[src/include/bspe_pkg.sv]
// package: constants, enums and microinstruction layout for the bit-serial processing element
package bspe_pkg;

  // storage geometry
  localparam int SMALL_DEPTH = 32;
  localparam int LARGE_DEPTH = 64;
  localparam int SMALL_AW = 5;
  localparam int LARGE_AW = 6;
  localparam int NBR_CNT = 8;
  localparam int NBR_SW = 3;
  localparam int BUS_CNT = 2;

  // timing: array step period as a time, converted to reference clock cycles (rounded up)
  localparam int CLK_PERIOD_PS = 5000;
  localparam int ARRAY_PERIOD_PS = 166000;
  localparam int ARRAY_PERIOD_CYC = (ARRAY_PERIOD_PS + CLK_PERIOD_PS - 1) / CLK_PERIOD_PS;
  localparam int PERIOD_W = 8;
  localparam logic [PERIOD_W-1:0] PERIOD_RST = PERIOD_W'(ARRAY_PERIOD_CYC);
  localparam logic [PERIOD_W-1:0] PERIOD_MIN = 8'h01;

  // register port
  localparam int REG_AW = 4;
  localparam int REG_DW = 32;
  localparam int STEP_CNT_W = 16;
  localparam logic [REG_AW-1:0] ADDR_PERIOD = 4'h0;
  localparam logic [REG_AW-1:0] ADDR_STATUS = 4'h4;
  localparam logic [REG_AW-1:0] ADDR_STEPS = 4'h8;

  // status register field positions
  localparam int ST_LF_BIT = 0;
  localparam int ST_RSF_BIT = 1;
  localparam int ST_VSB_BIT = 2;
  localparam int ST_CSAVE_BIT = 3;
  localparam int ST_EDGE_BIT = 4;

  // status-bit conditioning: code 0 picks the local flag, code k picks large bank bit k+1
  localparam logic [LARGE_AW-1:0] STAT_BANK_OFS = 6'h01;
  localparam logic [2:0] STAT_SEL_LF = 3'h0;

  typedef enum logic [1:0] {
    BSPE_OP2_SMALL = 2'b00,
    BSPE_OP2_DP1 = 2'b01,
    BSPE_OP2_VSB = 2'b10,
    BSPE_OP2_RSF = 2'b11
  } bspe_op2_t;

  typedef enum logic [1:0] {
    BSPE_CIN_ZERO = 2'b00,
    BSPE_CIN_ONE = 2'b01,
    BSPE_CIN_SAVE = 2'b10,
    BSPE_CIN_NBR = 2'b11
  } bspe_cin_t;

  typedef enum logic [1:0] {
    BSPE_OUT_ALU = 2'b00,
    BSPE_OUT_PASS = 2'b01,
    BSPE_OUT_RSF = 2'b10,
    BSPE_OUT_BYPASS = 2'b11
  } bspe_out_t;

  // one microinstruction, broadcast unchanged to every element
  typedef struct packed {
    logic [7:0] sum_fn;
    logic [7:0] carry_fn;
    logic [LARGE_AW-1:0] large_rd;
    logic [SMALL_AW-1:0] small_rd;
    logic [LARGE_AW-1:0] large_wr;
    logic [SMALL_AW-1:0] small_wr;
    bspe_op2_t op2_sel;
    bspe_cin_t cin_sel;
    bspe_out_t out_sel;
    logic [NBR_SW-1:0] nbr_sel;
    logic wr_small;
    logic wr_large;
    logic wr_rsf;
    logic rsf_from_dp1;
    logic wr_vsb;
    logic shift_en;
    logic shift_up;
    logic wr_lf;
    logic save_carry;
    logic edge_cin;
    logic edge_cin_ext;
    logic ld_edge_cin;
    logic edge_bus_sel;
    logic drive_carry_bus;
    logic carry_bus_sel;
    logic cond_en;
    logic cond_val;
    logic [2:0] stat_sel;
  } bspe_uinst_t;

endpackage

[src/hdl/bspe_element.sv]
// bit-serial processing element: banks, one-bit alu, data paths, carry chain, register port
// Overview of operation
// RULE1: all elements run the same microinstruction
// RULE2: 32-bit and 64-bit banks, read together
// RULE3: alu gives any function plus carry out
// RULE4: first operand always from large bank
// RULE5: second operand from four selectable sources
// RULE6: result stored to chosen places or output
// RULE7: neighbour bit to alu, flag, or passthrough
// RULE8: eight-neighbour path plus vertical shift path
// RULE9: vertical shift moves one element per step
// RULE10: vertical shift bit loadable from alu
// RULE11: carry in from 0, 1, save, neighbour
// RULE12: edge elements take carry from microinstruction
// RULE13: carry out passed combinationally left or down
// RULE14: step period programmable for ripple settling
// RULE15: boundary bypass forwards broadcast data fast
// RULE16: edge carries loaded from, written to buses
// RULE17: carry saved each step for next bit
// RULE18: storage updates only when selected, else holds
`timescale 1ns/1ps
`default_nettype none

module bspe_element #(
  parameter bit EDGE_CARRY = 1'b0,
  parameter bit BYPASS_EDGE = 1'b0
) (
  input wire logic REF_CLK_I,
  input wire logic RST_N_I,
  input wire bspe_pkg::bspe_uinst_t UINST_I,
  input wire logic [bspe_pkg::NBR_CNT-1:0] NBR_I,
  input wire logic VSB_ABOVE_I,
  input wire logic VSB_BELOW_I,
  input wire logic CARRY_NBR_I,
  input wire logic BCAST_I,
  input wire logic [bspe_pkg::BUS_CNT-1:0] EDGE_BUS_I,
  input wire logic [bspe_pkg::REG_AW-1:0] REG_ADDR_I,
  input wire logic [bspe_pkg::REG_DW-1:0] REG_WDATA_I,
  input wire logic REG_WR_I,
  input wire logic REG_RD_I,
  output logic [bspe_pkg::REG_DW-1:0] REG_RDATA_O,
  output logic DP1_O,
  output logic CARRY_O,
  output logic VSB_O,
  output logic STEP_O,
  output logic [bspe_pkg::BUS_CNT-1:0] CARRY_BUS_O,
  output logic [bspe_pkg::BUS_CNT-1:0] CARRY_BUS_EN_O
);

  logic [bspe_pkg::SMALL_DEPTH-1:0] bank_small;
  logic [bspe_pkg::LARGE_DEPTH-1:0] bank_large;
  logic rsf;
  logic vsb;
  logic lf;
  logic csave;
  logic edge_cin_q;
  logic [bspe_pkg::PERIOD_W-1:0] period;
  logic [bspe_pkg::PERIOD_W-1:0] phase;
  logic [bspe_pkg::STEP_CNT_W-1:0] steps;
  logic commit;
  logic large_bit;
  logic small_bit;
  logic dp1_in;
  logic op2;
  logic cin;
  logic [2:0] fn_idx;
  logic alu_sum;
  logic alu_carry;
  logic stat_bit;
  logic enabled;
  logic [bspe_pkg::LARGE_AW-1:0] stat_idx;
  logic [bspe_pkg::REG_DW-1:0] next_rdata;

  // step timing: the microinstruction must stay steady for a whole period so that
  // combinational ripple through neighbours settles before the commit edge
  assign commit = (phase == '0); // RULE14

  always_ff @(posedge REF_CLK_I or negedge RST_N_I)
  begin
    if (!RST_N_I)
    begin
      phase <= bspe_pkg::PERIOD_RST - bspe_pkg::PERIOD_MIN;
    end
    else if (commit)
    begin
      phase <= period - bspe_pkg::PERIOD_MIN; // RULE14
    end
    else
    begin
      phase <= phase - bspe_pkg::PERIOD_MIN;
    end
  end

  always_ff @(posedge REF_CLK_I or negedge RST_N_I)
  begin
    if (!RST_N_I)
    begin
      STEP_O <= 1'b0;
      steps <= '0;
    end
    else
    begin
      STEP_O <= commit;
      if (commit)
      begin
        steps <= steps + 16'h0001;
      end
    end
  end

  // register port: period write, status and step count read
  always_ff @(posedge REF_CLK_I or negedge RST_N_I)
  begin
    if (!RST_N_I)
    begin
      period <= bspe_pkg::PERIOD_RST;
    end
    else if (REG_WR_I && REG_ADDR_I == bspe_pkg::ADDR_PERIOD)
    begin
      // zero would wrap the phase counter to a 256-cycle step, so it is clamped to one cycle
      if (REG_WDATA_I[bspe_pkg::PERIOD_W-1:0] == '0)
      begin
        period <= bspe_pkg::PERIOD_MIN; // RULE14
      end
      else
      begin
        period <= REG_WDATA_I[bspe_pkg::PERIOD_W-1:0]; // RULE14
      end
    end
  end

  always_comb
  begin
    next_rdata = '0;
    if (REG_ADDR_I == bspe_pkg::ADDR_PERIOD)
    begin
      next_rdata[bspe_pkg::PERIOD_W-1:0] = period;
    end
    else if (REG_ADDR_I == bspe_pkg::ADDR_STATUS)
    begin
      next_rdata[bspe_pkg::ST_LF_BIT] = lf;
      next_rdata[bspe_pkg::ST_RSF_BIT] = rsf;
      next_rdata[bspe_pkg::ST_VSB_BIT] = vsb;
      next_rdata[bspe_pkg::ST_CSAVE_BIT] = csave;
      next_rdata[bspe_pkg::ST_EDGE_BIT] = edge_cin_q;
    end
    else if (REG_ADDR_I == bspe_pkg::ADDR_STEPS)
    begin
      next_rdata[bspe_pkg::STEP_CNT_W-1:0] = steps;
    end
  end

  always_ff @(posedge REF_CLK_I or negedge RST_N_I)
  begin
    if (!RST_N_I)
    begin
      REG_RDATA_O <= '0;
    end
    else if (REG_RD_I)
    begin
      REG_RDATA_O <= next_rdata;
    end
    else
    begin
      REG_RDATA_O <= '0;
    end
  end

  // operand fetch, both banks read in the same step
  always_comb
  begin
    large_bit = bank_large[UINST_I.large_rd]; // RULE2 RULE4
    small_bit = bank_small[UINST_I.small_rd]; // RULE2
    dp1_in = NBR_I[UINST_I.nbr_sel]; // RULE8
    case (UINST_I.op2_sel) // RULE5
      bspe_pkg::BSPE_OP2_SMALL: op2 = small_bit;
      bspe_pkg::BSPE_OP2_DP1: op2 = dp1_in; // RULE7
      bspe_pkg::BSPE_OP2_VSB: op2 = vsb;
      default: op2 = rsf;
    endcase
  end

  // carry select; edge elements have no neighbour on that side
  always_comb
  begin
    case (UINST_I.cin_sel) // RULE11
      bspe_pkg::BSPE_CIN_ZERO: cin = 1'b0;
      bspe_pkg::BSPE_CIN_ONE: cin = 1'b1;
      bspe_pkg::BSPE_CIN_SAVE: cin = csave;
      default:
      begin
        if (EDGE_CARRY)
        begin
          cin = UINST_I.edge_cin_ext ? edge_cin_q : UINST_I.edge_cin; // RULE12 RULE16
        end
        else
        begin
          cin = CARRY_NBR_I; // RULE13
        end
      end
    endcase
  end

  // one-bit alu as two truth tables indexed by first operand, second operand, carry
  always_comb
  begin
    fn_idx = {large_bit, op2, cin};
    alu_sum = UINST_I.sum_fn[fn_idx]; // RULE3
    alu_carry = UINST_I.carry_fn[fn_idx]; // RULE3
  end

  // besides the EDGE_CARRY and BYPASS_EDGE parameters, status-bit conditioning is the only way an element departs from its neighbours
  always_comb
  begin
    stat_idx = bspe_pkg::LARGE_AW'(UINST_I.stat_sel) + bspe_pkg::STAT_BANK_OFS;
    if (UINST_I.stat_sel == bspe_pkg::STAT_SEL_LF)
    begin
      stat_bit = lf;
    end
    else
    begin
      stat_bit = bank_large[stat_idx];
    end
    enabled = !UINST_I.cond_en || (stat_bit == UINST_I.cond_val); // RULE1
  end

  // ripple outputs are combinational on purpose: a registered copy would add a
  // full step of latency per element and break single-step chains
  always_comb
  begin
    CARRY_O = alu_carry; // RULE13
    case (UINST_I.out_sel) // RULE6
      bspe_pkg::BSPE_OUT_ALU: DP1_O = alu_sum;
      bspe_pkg::BSPE_OUT_PASS: DP1_O = dp1_in; // RULE7
      bspe_pkg::BSPE_OUT_RSF: DP1_O = rsf;
      default: DP1_O = BYPASS_EDGE ? BCAST_I : dp1_in; // RULE15
    endcase
  end

  // register banks, one flip-flop per entry
  genvar gi;
  generate
    for (gi = 0; gi < bspe_pkg::SMALL_DEPTH; gi++)
    begin : g_small
      always_ff @(posedge REF_CLK_I or negedge RST_N_I)
      begin
        if (!RST_N_I)
        begin
          bank_small[gi] <= 1'b0;
        end
        else if (commit && UINST_I.wr_small &&
                 UINST_I.small_wr == bspe_pkg::SMALL_AW'(gi)) // RULE18
        begin
          bank_small[gi] <= alu_sum; // RULE6
        end
      end
    end
    for (gi = 0; gi < bspe_pkg::LARGE_DEPTH; gi++)
    begin : g_large
      always_ff @(posedge REF_CLK_I or negedge RST_N_I)
      begin
        if (!RST_N_I)
        begin
          bank_large[gi] <= 1'b0;
        end
        else if (commit && UINST_I.wr_large && enabled &&
                 UINST_I.large_wr == bspe_pkg::LARGE_AW'(gi)) // RULE18
        begin
          bank_large[gi] <= alu_sum; // RULE6
        end
      end
    end
  endgenerate

  // route select flag: alu result or the raw neighbour bit
  always_ff @(posedge REF_CLK_I or negedge RST_N_I)
  begin
    if (!RST_N_I)
    begin
      rsf <= 1'b0;
    end
    else if (commit && UINST_I.wr_rsf && enabled) // RULE18
    begin
      rsf <= UINST_I.rsf_from_dp1 ? dp1_in : alu_sum; // RULE6 RULE7
    end
  end

  // vertical shift bit; a shift takes priority over an alu load
  always_ff @(posedge REF_CLK_I or negedge RST_N_I)
  begin
    if (!RST_N_I)
    begin
      vsb <= 1'b0;
    end
    else if (commit && UINST_I.shift_en)
    begin
      vsb <= UINST_I.shift_up ? VSB_BELOW_I : VSB_ABOVE_I; // RULE8 RULE9
    end
    else if (commit && UINST_I.wr_vsb)
    begin
      vsb <= alu_sum; // RULE10
    end
  end

  assign VSB_O = vsb; // RULE9

  // local status flag
  always_ff @(posedge REF_CLK_I or negedge RST_N_I)
  begin
    if (!RST_N_I)
    begin
      lf <= 1'b0;
    end
    else if (commit && UINST_I.wr_lf) // RULE18
    begin
      lf <= alu_sum; // RULE6
    end
  end

  // carry save for bit-serial arithmetic
  always_ff @(posedge REF_CLK_I or negedge RST_N_I)
  begin
    if (!RST_N_I)
    begin
      csave <= 1'b0;
    end
    else if (commit && UINST_I.save_carry) // RULE18
    begin
      csave <= alu_carry; // RULE17
    end
  end

  // edge carry input latch, loaded from either external bus
  always_ff @(posedge REF_CLK_I or negedge RST_N_I)
  begin
    if (!RST_N_I)
    begin
      edge_cin_q <= 1'b0;
    end
    else if (commit && UINST_I.ld_edge_cin)
    begin
      edge_cin_q <= EDGE_BUS_I[UINST_I.edge_bus_sel]; // RULE16
    end
  end

  // carry out captured onto the chosen bus at the step edge
  always_ff @(posedge REF_CLK_I or negedge RST_N_I)
  begin
    if (!RST_N_I)
    begin
      CARRY_BUS_O <= '0;
      CARRY_BUS_EN_O <= '0;
    end
    else if (commit)
    begin
      CARRY_BUS_EN_O <= '0;
      if (UINST_I.drive_carry_bus)
      begin
        CARRY_BUS_O[UINST_I.carry_bus_sel] <= alu_carry; // RULE16
        CARRY_BUS_EN_O[UINST_I.carry_bus_sel] <= 1'b1; // RULE16
      end
    end
  end

endmodule

`default_nettype wire

[config.mk]
export PLATFORM = sky130hd
export DESIGN_NAME = bspe_element
export DESIGN_NICKNAME = d
export VERILOG_FILES = /design/src/include/bspe_pkg.sv /design/src/hdl/bspe_element.sv
export SDC_FILE = /design/constraint.sdc
export NUM_CORES = 1
export LEC_CHECK = 0
export BUFFER_PORTS_ARGS = -buffer_cell sky130_fd_sc_hd__buf_2
export CAP_MARGIN = 20
export CORE_MARGIN = 2
export CORE_UTILIZATION = 55
export DETAILED_ROUTE_END_ITERATION = 16
export PLACE_DENSITY = 0.8
export SLEW_MARGIN = 20
export SYNTH_ARGS = -nofsm -noshare
export SYNTH_HDL_FRONTEND = slang
export SYNTH_SLANG_ARGS = --single-unit
[constraint.sdc]
create_clock -name REF_CLK_I -period 4.5 [get_ports REF_CLK_I]
set_input_delay 0.675 -clock REF_CLK_I [delete_from_list [all_inputs] [get_ports REF_CLK_I]]
set_output_delay 0.675 -clock REF_CLK_I [all_outputs]
set_load 0.03 [all_outputs]
==> results.sh <==
export IMPL_status="completed"
export IMPL_cts_tree="built"
export IMPL_grt_pass1_vias=6163
export IMPL_cp_end_kind="output pin"
export IMPL_final_util_pct=65.14
export IMPL_critPathKind="primary input to output pin"
export IMPL_synth_async_reset_ratio_pct=100.0
export IMPL_hold_viol=0
export IMPL_area_growth_pct=16.15
export IMPL_slowest_stage="mux4_2"
export IMPL_synth_cells=705
export IMPL_die_w_um=125.5
export IMPL_critPathRequiredTime_ns=3.83
export IMPL_path_common_cell="buf_2"
export IMPL_cts_sinks=154
export IMPL_timing_fmax_mhz=253.7
export IMPL_grt_usage_pct=25.02
export IMPL_die_area_um2=15750
export IMPL_synth_most_common_cell="dfrtp_1"
export IMPL_num_nets_final=933
export IMPL_p_leak_nw=4.464
export IMPL_fp_coreArea_um2=14480
export IMPL_cts_buffers_inserted=17
export IMPL_cts_root_buffer="clkbuf_16"
export IMPL_hold_class="primary input to async pin"
export IMPL_grt_max_degree=99
export IMPL_gp_congestion=0.8333
export IMPL_setup_violations=0
export IMPL_dr_total_vias=6116
export IMPL_synth_yosys_seq_area_share_pct=47.52
export IMPL_irDropWorstVdd_uv=226.4
export IMPL_crit_chain="buf_2, mux4_2, a22oi_1, nand3_1, a221oi_4, mux2i_1, mux2_2, o31a_1, buf_2"
export IMPL_n_antenna_cell=0
export IMPL_drive_above_1_share_pct=37.52
export IMPL_ctsHtreeMaxLevel=4
export IMPL_skew_ns=0.006479
export IMPL_worstSetupStartpointType="primary input"
export IMPL_avgSynthCellArea_um2=11.52
export IMPL_dp_hpwl_um=12990
export IMPL_worst_slew_pin_slew_ns=1.017
export IMPL_via_per_inst=6.086
export IMPL_die_h_um=125.5
export IMPL_synth_common_cells="150 x dfrtp_1, 113 x mux2_2, 56 x nand2_1"
export IMPL_min_period_ns=3.942
export IMPL_drv_cap=0
export IMPL_drt_iter0_drc=518
export IMPL_cts_hold_fix_buffers=0
export IMPL_cts_buffer_depth=2
export IMPL_routed_wl_um=18990
export IMPL_synth_cell_area_um2=8120
export IMPL_postCtsSetupBuffers=0
export IMPL_ys_ff_latch=154
export IMPL_timing_critical_path_buf_inv=2
export IMPL_setup_tns_final_ns=0
export IMPL_min_period_over_period_pct=87.60
export IMPL_num_rows=44
export IMPL_synth_edf_count=0
export IMPL_start_util_pct=56.08
export IMPL_globalRoute_totalOverflow=0
export IMPL_synth_cell_types=51
export IMPL_first_pass_iters=5
export IMPL_netlist_top_cells_area="dfrtp_1 46%, mux2_2 16%, mux4_2 7.8%"
export IMPL_num_io_pins=161
export IMPL_pre_cts_slack_ns=0.4904
export IMPL_drcViolationCount=0
export IMPL_io_buffer_count=117
export IMPL_finalWorstSetupSlack_ns=0.5579
export IMPL_yosysTopAreaCell="dfrtp_1"
export IMPL_ant_nets=0
export IMPL_synth_ff_type="dfrtp_1"
export IMPL_cp_arrival_ns=3.27
export IMPL_crit_path_max_fanout=9
export IMPL_ys_warn_count=0
export IMPL_antenna_found_initial=0
export IMPL_clock_latency_ns=0.42
export IMPL_slew_headroom_pct=31.66
export IMPL_max_stage_delay_ns=0.55
export IMPL_ctsResizeCount=0
export IMPL_critPathTopFamily="multiplexers"
export IMPL_grt_setup_unrepaired="false"
export IMPL_grt_first_pass_wirelength_um=31510
export IMPL_clkSlewWorstSetupHoldPaths_ns=0.06
export IMPL_yosys_area_top_type_share_pct=46.22
export IMPL_slew_viol_final=0
export IMPL_wl_per_cell_um=18.90
export IMPL_cellPowerDensity_nw_per_um2=368.2
## cells by family after synthesis
| logic type | share of synthesized area (%) |
|---|---|
| flops | 47.52 |
| simple gates | 14.19 |
| xor+xnor | 2.373 |
| other cells | 0.04618 |
| fa+ha+maj | 0.6164 |
| compound gates | 4.869 |
| buf+inv | 4.468 |
| mux | 25.92 |
## stage by stage
step | instances | hold slack [ns] | instance area [um^2] | power (W)
global placement | 973 | 0.4557 | 8797 | 0.001952
floorplan | 720 | 0.3794 | 8177 | 0.001820
detailed placement | 973 | 0.4747 | 8797 | 0.001974
finish | 1005 | 0.2699 | 9432 | 0.003472
global route | 1005 | 0.3159 | 9432 | 0.003613
CTS | 1005 | 0.2937 | 9432 | 0.003493
## flip-flops by register name (all words and copies together), names as in the netlist, 2 cells and up
| name | count |
|---|---|
| steps | 16 |
| CARRY_BUS_EN_O | 2 |
| CARRY_BUS_O | 2 |
| bank_small | 32 |
| phase | 8 |
| bank_large | 64 |
| period | 8 |
| REG_RDATA_O | 16 |
## area by class of cell
type                       count  area, um^2
multi-input combinational    489        3966
inverter                      18       67.56
fill                        1097        5047
tap                          184       230.2
clock inverter                13       191.4
sequential                   154        3859
timing repair buffer         128       674.4
clock buffer                  19       442.9
## final timing paths
check,from,end,slack [ns],cells past startpoint
hold reg to reg,steps[3]$_DFFE_PN0P_,steps[3]$_DFFE_PN0P_,0.49,1
max in group asynchronous,RST_N_I,phase[0]$_DFF_PN1_,3.23,2
setup / recovery,UINST_I[42],DP1_O,0.56,9
min in group REF_CLK_I,UINST_I[8],edge_cin_q$_DFFE_PN0P_,0.46,2
hold / removal,RST_N_I,rsf$_DFFE_PN0P_,0.27,1
setup reg to reg,bank_small[23]$_DFFE_PN0P_,bank_large[11]$_DFFE_PN0P_,1.12,8
## where the power goes
| part | internal (W) | switching, W | total (W) |
|---|---|---|---|
| combinational | 0.000157 | 0.000278 | 0.000435 |
| sequential | 0.00146 | 0.0000612 | 0.00152 |
| clock | 0.000947 | 0.000570 | 0.00152 |
| total | 0.00256 | 0.000909 | 0.00347 |
## cell usage in the layout, fill, tap and decap left out, types with 4 or more instances in the layout
cell / Yosys / routed
nand2b_1: 5 / 5
inv_1: 18 / 18
mux2_2: 113 / 113
clkbuf_16: 0 / 17
mux4_2: 28 / 28
nand2_1: 56 / 56
buf_2: 5 / 116
and2_1: 10 / 10
xor2_1: 9 / 9
ha_1: 4 / 4
nand3_1: 47 / 47
nor2_1: 33 / 33
xnor2_1: 13 / 13
mux2i_1: 19 / 19
buf_4: 16 / 11
nand4_1: 36 / 36
bufinv_16: 0 / 4
dfrtp_1: 150 / 150
o21ai_0: 12 / 12
a32o_1: 4 / 4
dfstp_2: 4 / 4
a21oi_1: 14 / 14
o22ai_1: 6 / 6
a22oi_1: 4 / 4
conb_1: 1 / 16
nor2b_1: 12 / 12
nor4_1: 10 / 9
nor3_1: 8 / 7
## per-layer routing
| layer | up-vias | global-route usage, % | wire length, um |
|---|---|---|---|
| li1 | 2747 | - | - |
| met1 | 3058 | 33.51 | 7735 |
| met2 | 280 | 41.65 | 9649 |
| met3 | 31 | 5.006 | 1320 |
| met4 | 0 | 7.451 | 289 |
| met5 | - | 0 | 0 |
Note: power is estimated with default switching activity, not from simulation.
